===== src/pcmds_pkg.sv =====
package pcmds_pkg;

    // ****************************************
    // register map
    // ****************************************
    localparam int          ADDR_W          = 8;
    localparam logic [7:0]  OFS_INT_ENABLE  = 8'h00;
    localparam logic [7:0]  OFS_INT_STATUS  = 8'h04;
    localparam logic [7:0]  OFS_DS_CONTROL  = 8'h08;
    localparam logic [7:0]  OFS_THRESHOLD   = 8'h0C;
    localparam logic [7:0]  OFS_RX_DATA     = 8'h10;

    // ****************************************
    // interrupt bit positions
    // ****************************************
    localparam int          IRQ_TX_LEVEL    = 0;
    localparam int          IRQ_RX_LEVEL    = 1;
    localparam int          IRQ_TX_ERROR    = 2;
    localparam int          IRQ_RX_ERROR    = 3;
    localparam int          IRQ_BITS        = 4;
    localparam logic [3:0]  IRQ_RESET       = 4'h0;

    // ****************************************
    // data/strobe control fields
    // ****************************************
    localparam int          DS_EN_BIT       = 0;
    localparam int          DS_RESET_BIT    = 1;
    localparam int          DS_FLUSH_BIT    = 2;
    localparam int          DS_LEVEL_LSB    = 4;
    localparam int          DS_FLUSHED_LSB  = 10;
    localparam int          DS_WORDS_LSB    = 16;
    localparam int          CNT_W           = 6;
    localparam int          WORD_BITS       = 32;
    localparam logic [5:0]  CNT_FULL        = 6'h20;
    localparam logic [5:0]  CNT_RESET       = 6'h00;

    // ****************************************
    // threshold register fields
    // ****************************************
    localparam int          RX_THR_LSB      = 0;
    localparam int          TX_THR_LSB      = 8;
    localparam logic [5:0]  THR_RESET       = 6'h00;

    typedef struct packed {
        logic [ADDR_W-1:0] addr;
        logic [31:0]       wdata;
        logic              wr;
        logic              rd;
    } pcmds_bus_req_t;

    typedef struct packed {
        logic data;
        logic strobe;
    } pcmds_pins_t;

endpackage


===== src/pcmds_rx.sv =====
module pcmds_rx #(
    parameter int FIFO_DEPTH = 32
) (
    input  wire logic                      clock_i,
    input  wire logic                      arst_n_i,
    input  wire pcmds_pkg::pcmds_bus_req_t bus_i,
    output logic [31:0]                    rdata_o,
    input  wire pcmds_pkg::pcmds_pins_t    pins_i,
    input  wire logic [5:0]                tx_fifo_level_i,
    input  wire logic                      tx_fifo_error_i,
    output logic                           irq_o
);
    import pcmds_pkg::*;

    localparam int PTR_W = $clog2(FIFO_DEPTH);

    // ****************************************
    // state
    // ****************************************
    logic [3:0]          int_enable;
    logic [3:0]          int_status;
    logic                ds_enable;
    logic                ds_logic_reset;
    logic                flush_pending;
    logic [5:0]          rx_irq_threshold;
    logic [5:0]          tx_irq_threshold;
    logic [CNT_W-1:0]    rx_buffer_bit_count;
    logic [CNT_W-1:0]    flushed_count;
    logic [WORD_BITS-1:0] rx_buffer;
    logic                data_prev;
    logic                strobe_prev;
    logic [PTR_W-1:0]    wr_ptr;
    logic [PTR_W-1:0]    rd_ptr;
    logic [CNT_W-1:0]    rx_fifo_word_count;
    logic [31:0]         rdata;
    logic [31:0]         fifo_mem [FIFO_DEPTH];

    logic [3:0]          next_int_enable;
    logic [3:0]          next_int_status;
    logic                next_ds_enable;
    logic                next_ds_logic_reset;
    logic                next_flush_pending;
    logic [5:0]          next_rx_irq_threshold;
    logic [5:0]          next_tx_irq_threshold;
    logic [CNT_W-1:0]    next_rx_buffer_bit_count;
    logic [CNT_W-1:0]    next_flushed_count;
    logic [WORD_BITS-1:0] next_rx_buffer;
    logic                next_data_prev;
    logic                next_strobe_prev;
    logic [PTR_W-1:0]    next_wr_ptr;
    logic [PTR_W-1:0]    next_rd_ptr;
    logic [CNT_W-1:0]    next_rx_fifo_word_count;
    logic [31:0]         next_rdata;

    logic                wr_hit_en;
    logic                wr_hit_st;
    logic                wr_hit_ds;
    logic                wr_hit_thr;
    logic                rd_pop;
    logic                new_bit;
    logic                fifo_full;
    logic                fifo_empty;
    logic                push;
    logic                do_pop;
    logic [WORD_BITS-1:0] assembled;
    logic [CNT_W-1:0]    assembled_cnt;
    logic [3:0]          events;
    logic [31:0]         ds_readback;

    // ****************************************
    // register control
    // ****************************************
    always_comb begin
        wr_hit_en  = bus_i.wr && (bus_i.addr == OFS_INT_ENABLE);
        wr_hit_st  = bus_i.wr && (bus_i.addr == OFS_INT_STATUS);
        wr_hit_ds  = bus_i.wr && (bus_i.addr == OFS_DS_CONTROL);
        wr_hit_thr = bus_i.wr && (bus_i.addr == OFS_THRESHOLD);
        rd_pop     = bus_i.rd && (bus_i.addr == OFS_RX_DATA);
        fifo_full  = (rx_fifo_word_count == CNT_W'(FIFO_DEPTH));
        fifo_empty = (rx_fifo_word_count == CNT_W'(0));

        next_int_enable       = int_enable;
        next_ds_enable        = ds_enable;
        next_ds_logic_reset   = ds_logic_reset;
        next_rx_irq_threshold = rx_irq_threshold;
        next_tx_irq_threshold = tx_irq_threshold;
        // enables are assumed static while the interface is running
        if (wr_hit_en) begin
            next_int_enable = bus_i.wdata[IRQ_BITS-1:0];
        end
        if (wr_hit_ds) begin
            next_ds_enable      = bus_i.wdata[DS_EN_BIT];
            next_ds_logic_reset = bus_i.wdata[DS_RESET_BIT];
        end
        if (wr_hit_thr) begin
            next_rx_irq_threshold = bus_i.wdata[RX_THR_LSB +: 6];
            next_tx_irq_threshold = bus_i.wdata[TX_THR_LSB +: 6];
        end
    end

    // ****************************************
    // data/strobe receive buffer
    // ****************************************
    // a bit is a change on exactly one line; a pair that flips together
    // in one cycle is dropped, since the order of the two changes on
    // the wire cannot be told apart at this clock
    always_comb begin
        // edge detect on the registered pin copies
        next_data_prev   = pins_i.data;
        next_strobe_prev = pins_i.strobe;
        new_bit = ds_enable && !ds_logic_reset &&
                  ((pins_i.data ^ data_prev) ^
                   (pins_i.strobe ^ strobe_prev));

        assembled     = rx_buffer;
        assembled_cnt = rx_buffer_bit_count;
        if (new_bit) begin
            assembled[rx_buffer_bit_count[4:0]] = pins_i.data;
            assembled_cnt = rx_buffer_bit_count + CNT_W'(1);
        end

        next_rx_buffer           = assembled;
        next_rx_buffer_bit_count = assembled_cnt;
        next_flushed_count       = flushed_count;
        next_flush_pending       = flush_pending;
        push                     = 1'b0;
        // a bit arriving with the flush is included in the flushed word
        if (flush_pending) begin
            push                     = (assembled_cnt != CNT_RESET);
            next_flushed_count       = assembled_cnt;
            next_rx_buffer           = '0;
            next_rx_buffer_bit_count = CNT_RESET;
            next_flush_pending       = 1'b0;
        end else if (assembled_cnt == CNT_FULL) begin
            push                     = 1'b1;
            next_rx_buffer           = '0;
            next_rx_buffer_bit_count = CNT_RESET;
        end
        if (wr_hit_ds && bus_i.wdata[DS_FLUSH_BIT]) begin
            next_flush_pending = 1'b1;
        end
        if (ds_logic_reset) begin
            push                     = 1'b0;
            next_rx_buffer           = '0;
            next_rx_buffer_bit_count = CNT_RESET;
            next_flush_pending       = 1'b0;
            next_flushed_count       = CNT_RESET;
        end
    end

    // ****************************************
    // rx fifo pointers and level
    // ****************************************
    // the level counter is kept beside the pointers so full and empty
    // never rest on a compare of wrapped pointers; a push and a pop in
    // one cycle leave the level unchanged unless it is full or empty
    always_comb begin
        // a push into a full fifo drops the word and flags an error
        do_pop      = rd_pop && !fifo_empty;
        next_wr_ptr = wr_ptr;
        next_rd_ptr = rd_ptr;
        if (push && !fifo_full) begin
            next_wr_ptr = (wr_ptr == PTR_W'(FIFO_DEPTH - 1)) ?
                          '0 : wr_ptr + PTR_W'(1);
        end
        if (do_pop) begin
            next_rd_ptr = (rd_ptr == PTR_W'(FIFO_DEPTH - 1)) ?
                          '0 : rd_ptr + PTR_W'(1);
        end
        next_rx_fifo_word_count = rx_fifo_word_count
            + CNT_W'(push && !fifo_full) - CNT_W'(do_pop);
    end

    // ****************************************
    // interrupt status
    // ****************************************
    // level events re-set every cycle while their condition holds, so a
    // write-one clear only sticks once the level has moved past the
    // threshold
    always_comb begin
        events = '0;
        events[IRQ_RX_ERROR] = (push && fifo_full)
                             || (rd_pop && fifo_empty);
        events[IRQ_TX_ERROR] = tx_fifo_error_i;
        events[IRQ_RX_LEVEL] =
            (rx_fifo_word_count >= rx_irq_threshold);
        events[IRQ_TX_LEVEL] =
            (tx_fifo_level_i < tx_irq_threshold);

        // set wins over a simultaneous write-one clear
        next_int_status = int_status;
        if (wr_hit_st) begin
            next_int_status = int_status
                            & ~bus_i.wdata[IRQ_BITS-1:0];
        end
        next_int_status = next_int_status | events;
    end

    // ****************************************
    // register read-back
    // ****************************************
    // read data is zero outside the answer cycle, so a late sample
    // shows nothing stale
    always_comb begin
        ds_readback = '0;
        ds_readback[DS_EN_BIT]    = ds_enable;
        ds_readback[DS_RESET_BIT] = ds_logic_reset;
        ds_readback[DS_FLUSH_BIT] = 1'b0;
        ds_readback[DS_LEVEL_LSB +: CNT_W]   = rx_buffer_bit_count;
        ds_readback[DS_FLUSHED_LSB +: CNT_W] = flushed_count;
        ds_readback[DS_WORDS_LSB +: CNT_W]   = rx_fifo_word_count;

        next_rdata = '0;
        if (bus_i.rd) begin
            case (bus_i.addr)
                OFS_INT_ENABLE: next_rdata[IRQ_BITS-1:0] = int_enable;
                OFS_INT_STATUS: next_rdata[IRQ_BITS-1:0] = int_status;
                OFS_DS_CONTROL: next_rdata = ds_readback;
                OFS_THRESHOLD: begin
                    next_rdata[RX_THR_LSB +: 6] = rx_irq_threshold;
                    next_rdata[TX_THR_LSB +: 6] = tx_irq_threshold;
                end
                OFS_RX_DATA: next_rdata = fifo_empty ? '0 : fifo_mem[rd_ptr];
                default: next_rdata = '0;
            endcase
        end
    end

    // ****************************************
    // control registers
    // ****************************************
    // the enables are not fenced off while the mode runs; keeping them
    // static then is left to the driver
    always_ff @(posedge clock_i or negedge arst_n_i) begin
        if (!arst_n_i) begin
            int_enable       <= IRQ_RESET;
            ds_enable        <= 1'b0;
            ds_logic_reset   <= 1'b0;
            rx_irq_threshold <= THR_RESET;
            tx_irq_threshold <= THR_RESET;
        end else begin
            int_enable       <= next_int_enable;
            ds_enable        <= next_ds_enable;
            ds_logic_reset   <= next_ds_logic_reset;
            rx_irq_threshold <= next_rx_irq_threshold;
            tx_irq_threshold <= next_tx_irq_threshold;
        end
    end

    // ****************************************
    // data/strobe receive state
    // ****************************************
    // pin history runs even while disabled, so turning the mode on
    // never turns a stale line level into a bit
    always_ff @(posedge clock_i or negedge arst_n_i) begin
        if (!arst_n_i) begin
            flush_pending       <= 1'b0;
            rx_buffer_bit_count <= CNT_RESET;
            flushed_count       <= CNT_RESET;
            rx_buffer           <= '0;
            data_prev           <= 1'b0;
            strobe_prev         <= 1'b0;
        end else begin
            flush_pending       <= next_flush_pending;
            rx_buffer_bit_count <= next_rx_buffer_bit_count;
            flushed_count       <= next_flushed_count;
            rx_buffer           <= next_rx_buffer;
            data_prev           <= next_data_prev;
            strobe_prev         <= next_strobe_prev;
        end
    end

    // ****************************************
    // rx fifo state
    // ****************************************
    // pointers wrap at the depth itself, so a depth that is not a power
    // of two also works, at the cost of a compare per pointer
    always_ff @(posedge clock_i or negedge arst_n_i) begin
        if (!arst_n_i) begin
            wr_ptr             <= '0;
            rd_ptr             <= '0;
            rx_fifo_word_count <= CNT_RESET;
        end else begin
            wr_ptr             <= next_wr_ptr;
            rd_ptr             <= next_rd_ptr;
            rx_fifo_word_count <= next_rx_fifo_word_count;
        end
    end

    // ****************************************
    // interrupt state
    // ****************************************
    // set and clear are merged above, so this only holds the result;
    // a clear racing an event loses
    always_ff @(posedge clock_i or negedge arst_n_i) begin
        if (!arst_n_i) begin
            int_status <= IRQ_RESET;
        end else begin
            int_status <= next_int_status;
        end
    end

    // ****************************************
    // read data
    // ****************************************
    // registered so the answer stands for the whole cycle after the
    // strobe and no longer
    always_ff @(posedge clock_i or negedge arst_n_i) begin
        if (!arst_n_i) begin
            rdata <= '0;
        end else begin
            rdata <= next_rdata;
        end
    end

    // ****************************************
    // rx fifo storage
    // ****************************************
    // no reset on the array: contents are only read behind the count
    always_ff @(posedge clock_i) begin
        if (push && !fifo_full) begin
            fifo_mem[wr_ptr] <= assembled;
        end
    end

    assign rdata_o = rdata;
    assign irq_o   = |(int_status & int_enable);

endmodule


===== config.mk =====
export PLATFORM = sky130hd
export DESIGN_NAME = pcmds_rx
export DESIGN_NICKNAME = d
export VERILOG_FILES = /design/src/pcmds_pkg.sv /design/src/pcmds_rx.sv
export SDC_FILE = /design/constraint.sdc
export NUM_CORES = 1
export LEC_CHECK = 0
export BUFFER_PORTS_ARGS = -buffer_cell sky130_fd_sc_hd__buf_2
export CORE_ASPECT_RATIO = 0.7
export CORE_MARGIN = 1.5
export CORE_UTILIZATION = 55
export DETAILED_ROUTE_END_ITERATION = 10
export GPL_ROUTABILITY_DRIVEN = 1
export PLACE_DENSITY_LB_ADDON = 0.12
export REMOVE_ABC_BUFFERS = 1
export SYNTH_ARGS = -nofsm -noshare
export SYNTH_HDL_FRONTEND = slang
export SYNTH_SLANG_ARGS = --single-unit

===== constraint.sdc =====
create_clock -name clock_i -period 6.45 [get_ports clock_i]
set_clock_uncertainty 0.1 [all_clocks]
set_input_delay 1.6125 -clock clock_i [delete_from_list [all_inputs] [get_ports clock_i]]
set_output_delay 1.6125 -clock clock_i [all_outputs]
set_load 0.01 [all_outputs]

======== After elaboration in Yosys (flattened, before gate mapping) ========
Memory sizes are Yosys's and may differ from the RTL's.
Cells that the tools add are included.
Widths: inputs -> output; s select.
word-level totals
  flip-flop bits (word level) ............. 117
  bits in latches ......................... 0
  RAM bits ................................ 1,024
  memory bits (read-only) ................. 0
  input port bits ......................... 53
  output and inout port bits .............. 33
  logic and storage cells ................. 93
  memories kept ........................... 1
operators by class
  add/subtract/negate cells ............... 5
  multipliers ............................. 0
  div/mod/pow operators ................... 0
  magnitude comparators ................... 4
  equal/unequal tests ..................... 8
  shift operators ......................... 0
  muxes and demuxes ....................... 30
  bitwise gates (word level) .............. 7
  reductions and logical operators ........ 22
memory list
  memory    words  bits a word  read ports  clocked after Yosys merged registers in  write ports  RTL line        RTL
  fifo_mem  32     32           1           0                                        1            pcmds_rx.sv:36  logic [31:0] fifo_mem [FIFO_DEPTH];
operator list
  operator             count
  $mux 32              6
  $mux 6               6
  $pmux 18 s2          1
  $bwmux 32            1
  $pmux 4 s5           1
  $pmux 6 s3           1
  $eq 8x4->1 const B   2
  $logic_and 1x1->1    13
  $eq 6x6->1 const B   2
  $add 5x1->5 const B  2
  $eq 5x5->1 const B   2
  $mux 5               2
  $and 4x4->4          2
  $eq 8x3->1 const B   1
  $eq 8x5->1 const B   1
  $logic_not 8->1      1
  $mux 1               8
  $add 6x1->6          1
  $add 6x1->6 const B  1
  $ge 6x6->1           1
  $logic_not 6->1      1
  $lt 5x6->1 const B   1
  $lt 6x6->1           1
  $pmux 2 s3           1
  other kinds (13)     17

======== Longest topological paths before layout ========
  depth in word-level cells ............... 11
  mapped depth ............................ 19
  gate-level depth less buffers ........... 17

======== Least setup slack after synthesis ========
Ideal clock, no wire load.
  path type ............................... input port to flip-flop
  from .................................... input pins_i[0] (netlist name)
  to ...................................... register rx_fifo_word_count[4]
  library setup time ...................... 0.122 ns
  arrival time ............................ 4.316 ns
  data required time ...................... 6.228 ns
  slack ................................... 1.912 ns
  cell stages on the path ................. 17
  path through ............................ xnor2_1 xnor2_2 or3b_1 a21o_1 a211oi_2 buf_6 inv_2 ha_1 inv_1 ha_1 inv_1 fa_1 inv_1 a21oi_1 nor2_1 nor2_1 xnor2_1
between the ends
  longest elaborated chain between the ends .. 11
  elaborated cells between the ends (all ways) .. 12
  those cells by class .................... add/sub (2); eq/ne (1); mux (4); bitwise (2); reduce/logical (3)
RTL lines
  what                            RTL line         RTL
  start, declared                 pcmds_rx.sv:8    input wire pcmds_pkg::pcmds_pins_t pins_i,
  $xor 1x1->1 *                   pcmds_rx.sv:113  (pins_i.strobe ^ strobe_prev));
  $xor 1x1->1 *                   pcmds_rx.sv:112  ((pins_i.data ^ data_prev) ^
  $logic_and 1x1->1 *             pcmds_rx.sv:111  new_bit = ds_enable && !ds_logic_reset &&
  $mux 6 *                        pcmds_rx.sv:117  if (new_bit) begin
  $eq 6x6->1                      pcmds_rx.sv:134  end else if (assembled_cnt == CNT_FULL) begin
  $mux 1                          pcmds_rx.sv:134
  $mux 1 *                        pcmds_rx.sv:128  if (flush_pending) begin
  $mux 1 *                        pcmds_rx.sv:142  if (ds_logic_reset) begin
  $logic_and 1x1->1 *             pcmds_rx.sv:171  + CNT_W'(push && !fifo_full) - CNT_W'(do_pop);
  $add 6x1->6 *                   pcmds_rx.sv:171
  $sub 6x1->6 *                   pcmds_rx.sv:171
  via next_rx_fifo_word_count[4]  pcmds_rx.sv:52   logic [CNT_W-1:0] next_rx_fifo_word_count;
  end signal, assigned            pcmds_rx.sv:286  rx_fifo_word_count <= next_rx_fifo_word_count;
  end, declared                   pcmds_rx.sv:34   logic [CNT_W-1:0] rx_fifo_word_count;
Mark *: on every way through the listed nets, which the timed path passes. The rest lies on a longest branch.
A chain may end at the register's enable or synchronous reset.

======== Final worst setup path ========
  from .................................... input pins_i[0] (netlist name)
  to ...................................... memory fifo_mem[31][11] (enable)
between the ends
  longest elaborated chain between the ends .. 11
  elaborated cells between the ends (all ways) .. 12
  those cells by class .................... eq/ne (1); mux (6); bitwise (2); reduce/logical (3)
RTL lines
  what                            RTL line         RTL
  $xor 1x1->1 *                   pcmds_rx.sv:113
  $xor 1x1->1 *                   pcmds_rx.sv:112
  $logic_and 1x1->1 *             pcmds_rx.sv:111
  $mux 6 *                        pcmds_rx.sv:117
  $eq 6x6->1                      pcmds_rx.sv:134
  $mux 1                          pcmds_rx.sv:134
  $mux 1 *                        pcmds_rx.sv:128
  $mux 1 *                        pcmds_rx.sv:142
  $logic_and 1x1->1 *             pcmds_rx.sv:321  if (push && !fifo_full) begin
  $mux 1 *                        pcmds_rx.sv:321
  $mux 1 (not written as such) *  pcmds_rx.sv:322  fifo_mem[wr_ptr] <= assembled;
  end, declared                   pcmds_rx.sv:36
Every way passes the cells marked *; elsewhere a longest branch is shown, timed or not.

==> impl_metrics.py <==
metrics = {
    "run_status": {
        "status": "finished, final reports clean",
    },
    "sta": {
        "setup_viol": 0,
        "period_share_pct": 73.5,
        "drv_slew": 0,
        "final-hold-violation-count": 0,
        "setup-tns-final_ps": 0,
        "rsz0062_at_grt": "no",
        "fin_crit_ps": 4740,
        "relSlewSlack_pct": 21.6,
        "tightest_slew_ps": 1170,
        "max_freq_mhz": 211,
    },
    "floorplanning": {
        "design.die.area_um2": 82900,
        "coreArea_um2": 80400,
        "num_io_pins": 86,
        "die_height_um": 241,
        "die_w_um": 344,
        "row_count": 87,
        "initial_core_util_pct": 55.5,
    },
    "grt": {
        "grt-ovfl-total": 0,
        "grt_pass1_wl_um": 149000,
        "track_usage_pct": 25.6,
        "grt_pass1_vias": 21170,
        "grt_max_degree": 121,
        "antenna_found_initial": 1,
    },
    "cells_and_area": {
        "multi_input_area_um2": 10500,
        "instances_no_fill": 3307,
        "regArea_um2": 33700,
        "area_growth_pct": 11.4,
        "postLayoutCellArea_um2": 49700,
        "n_fill_cell": 5456,
        "nets": 2231,
        "drive_gt1_share_pct": 30.9,
    },
    "synthesis": {
        "ys.flop_type": "edfxtp_1",
        "syn_area_per_cell_um2": 22.0,
        "muxShareOfSynthArea_pct": 18.4,
        "synth_simple_gate_area_share_pct": 2.60,
        "synth_enable_flop_cells": 1024,
        "syn_area_um2": 44600,
        "synth_seq_cells": 1141,
        "ys_types": 50,
        "synth_top_family_by_area": "multiplexers",
        "ys_warn_count": 0,
        "synth_compound_area_share_pct": 1.13,
        "async_reset_ff_share_pct": 10.3,
        "synth-xor-area-share_pct": 0.269,
        "seq_area_frac_synth_pct": 75.4,
        "synth_fa_ha_area_share_pct": 0.914,
        "synthCells": 2030,
    },
    "clock_tree": {
        "cts_setup_buffers": 0,
        "cts_buffers": 105,
        "htree_levels": 3,
        "clockRootBuffer": "clkbuf_16",
        "clock_latency_ps": 680,
        "clock_sinks": 1141,
        "cts_max_path_buffers": 3,
        "cts_tree": "built",
        "clk_pin_slew_ps": 60,
        "cts_resized": 0,
        "holdBufCountCts": 0,
    },
    "setup_path": {
        "startpoint_type": "primary input",
        "path_max_fanout": 40,
        "timing.rr.end": "fifo_mem[31][11]",
        "reg2reg_depth": 8,
        "end_kind": "flop",
        "crit_required_ps": 6690,
        "r2r_slack_ps": 2070,
        "r2r-start": "rx_buffer_bit_count[4]",
        "worstPathArrival_ps": 4980,
        "crit_type": "primary input to flop",
    },
    "worst_hold_path": {
        "min_path_cells": 2,
        "min-delay-start": "int_status[1]",
        "hold_path.class": "flop to flop",
        "hold_end": "int_status[1]",
    },
    "place": {
        "placed_cells": 3107,
        "portBuffers": 65,
        "hpwl_um": 60100,
        "place_congestion": 0.791,
        "place_area_um2": 46400,
    },
    "route": {
        "drt_wl_total_um": 102000,
        "ant_nets": 0,
        "drc": 0,
        "avgViaCountPerCell": 6.34,
        "wire_per_inst_um": 31.0,
        "drt_pass1_iterations": 7,
        "drt-initial-drc-count": 2143,
        "vias": 20973,
    },
    "flow_run": {
        "drv_cap": 0,
    },
    "power_and_ir_drop": {
        "cellLeakagePower_uw": 0.0173,
        "ir_drop_mv": 0.247,
        "power-per-cell-area_nw_per_um2": 308,
    },
}
==> worst max-delay path by stage <==
stage	start	endpoint	slack (ps)	cells past startpoint
after floorplan	rd_ptr[0]	rdata_o[10]	-4920	4
after global placement	pins_i[0]	fifo_mem[13][11]	1170	9
after detailed placement	pins_i[0]	fifo_mem[28][9]	1110	9
after CTS	pins_i[0]	fifo_mem[28][8]	1780	9
after global routing	pins_i[0]	fifo_mem[31][11]	1540	9
final	pins_i[0]	fifo_mem[31][11]	1710	9
==> cells in the final DEF, fill, tap and decap left out, drive strengths merged, types with 2 or more instances in the layout <==
cell type,instances
nor4b,2
inv,30
and3b,6
clkinvlp,4
ha,31
nand3,6
and2,6
nor3,8
xnor2,9
nand2b,3
a31oi,2
bufinv,4
a22o,2
a21oi,8
buf,122
a211oi,9
o22ai,10
mux2i,35
a22oi,10
nor2,33
nor2b,35
a21o,9
and3,41
edfxtp,1024
o21ai,23
mux4,322
nor3b,8
nand2,66
clkbuf,143
mux2,53
clkinv,45
xor2,3
dfrtp,117
==> power breakdown <==
part	switching [uW]	internal [uW]	leakage, uW
logic	614	386	0.00366
registers	127	8220	0.0120
clock network	2670	3310	0.00161
total	3410	11900	0.0173
==> metrics by stage <==
stage	hold slack, ps	power, uW	util [%]	setup WS, ps
3_5_place_dp	413	9510	57.7	1110
5_1_grt	451	15800	61.8	1540
3_3_place_gp	388	9460	57.7	1170
6_report	428	15300	61.8	1710
2_1_floorplan	351	9170	-	-4920
4_1_cts	427	15400	61.8	1780
==> Yosys cell counts, types with 2 or more instances <==
cell type	number	area, um2
buf_1	13	48.8
nand2_1	66	248
a21o_1	9	67.6
nor3_1	7	35.0
mux4_2	322	7250
o21ai_0	22	110
dfrtp_1	117	2930
mux2i_1	35	350
edfxtp_1	1024	30700
nand3_1	5	25.0
and3_1	41	257
ha_1	31	388
a211oi_1	8	60.1
mux2_2	53	597
nand2b_1	3	18.8
buf_2	28	140
a31oi_1	2	12.5
inv_1	26	97.6
nor3b_1	7	52.6
and3b_1	6	52.6
and2_1	6	37.5
o22ai_1	10	62.6
a22oi_1	10	75.1
xnor2_1	7	61.3
a21oi_1	8	40.0
buf_4	2	15.0
xnor2_2	2	32.5
clkbuf_1	69	259
nor2_1	33	124
nor2b_1	35	219
xor2_1	3	26.3
a22o_1	2	17.5
==> flip-flops by register name, indices dropped and copies added (netlist names), 4 cells and up <==
signal,flops
fifo_mem,1024
rdata_o,32
rx_buffer,32
flushed_count,6
rx_buffer_bit_count,6
rx_fifo_word_count,6
rx_irq_threshold,6
tx_irq_threshold,6
rd_ptr,5
wr_ptr,5
int_enable,4
int_status,4
==> cell families after synthesis <==
family | after synthesis
buffers and inverters | 140
multiplexers | 410
XOR/XNOR | 12
AND/OR/NAND/NOR | 218
adder cells (fa/ha/maj) | 32
flip-flops | 1141
AO/OA/AOI/OAI | 77
==> layer usage <==
| layer | vias up | part of all wire, % | global-route usage (%) |
|---|---|---|---|
| met4 | 2 | 2.9 | 7.65 |
| met5 | - | 0.019 | 0 |
| li1 | 8650 | - | - |
| met3 | 164 | 7.6 | 4.69 |
| met2 | 852 | 46 | 37.6 |
| met1 | 11305 | 44 | 39.6 |
==> layout make-up <==
cell class / instances / share of cell area (%)
sequential: 1141 / 67.7
multi-input combinational: 749 / 21.0
clock buffer: 143 / 5.82
tap: 1068 / 2.69
timing repair buffer: 122 / 1.70
clock inverter: 56 / 0.815
inverter: 27 / 0.204
antenna: 1 / 0.00503
==> worst max-delay path, cell delays in order <==
cell	delay [ps]
buf_2	120
xnor2_1	460
xnor2_2	250
or3b_1	440
a21o_1	210
a211oi_4	310
buf_4	350
and3_2	740
buf_4	440
(Power assumes the default switching activity.)
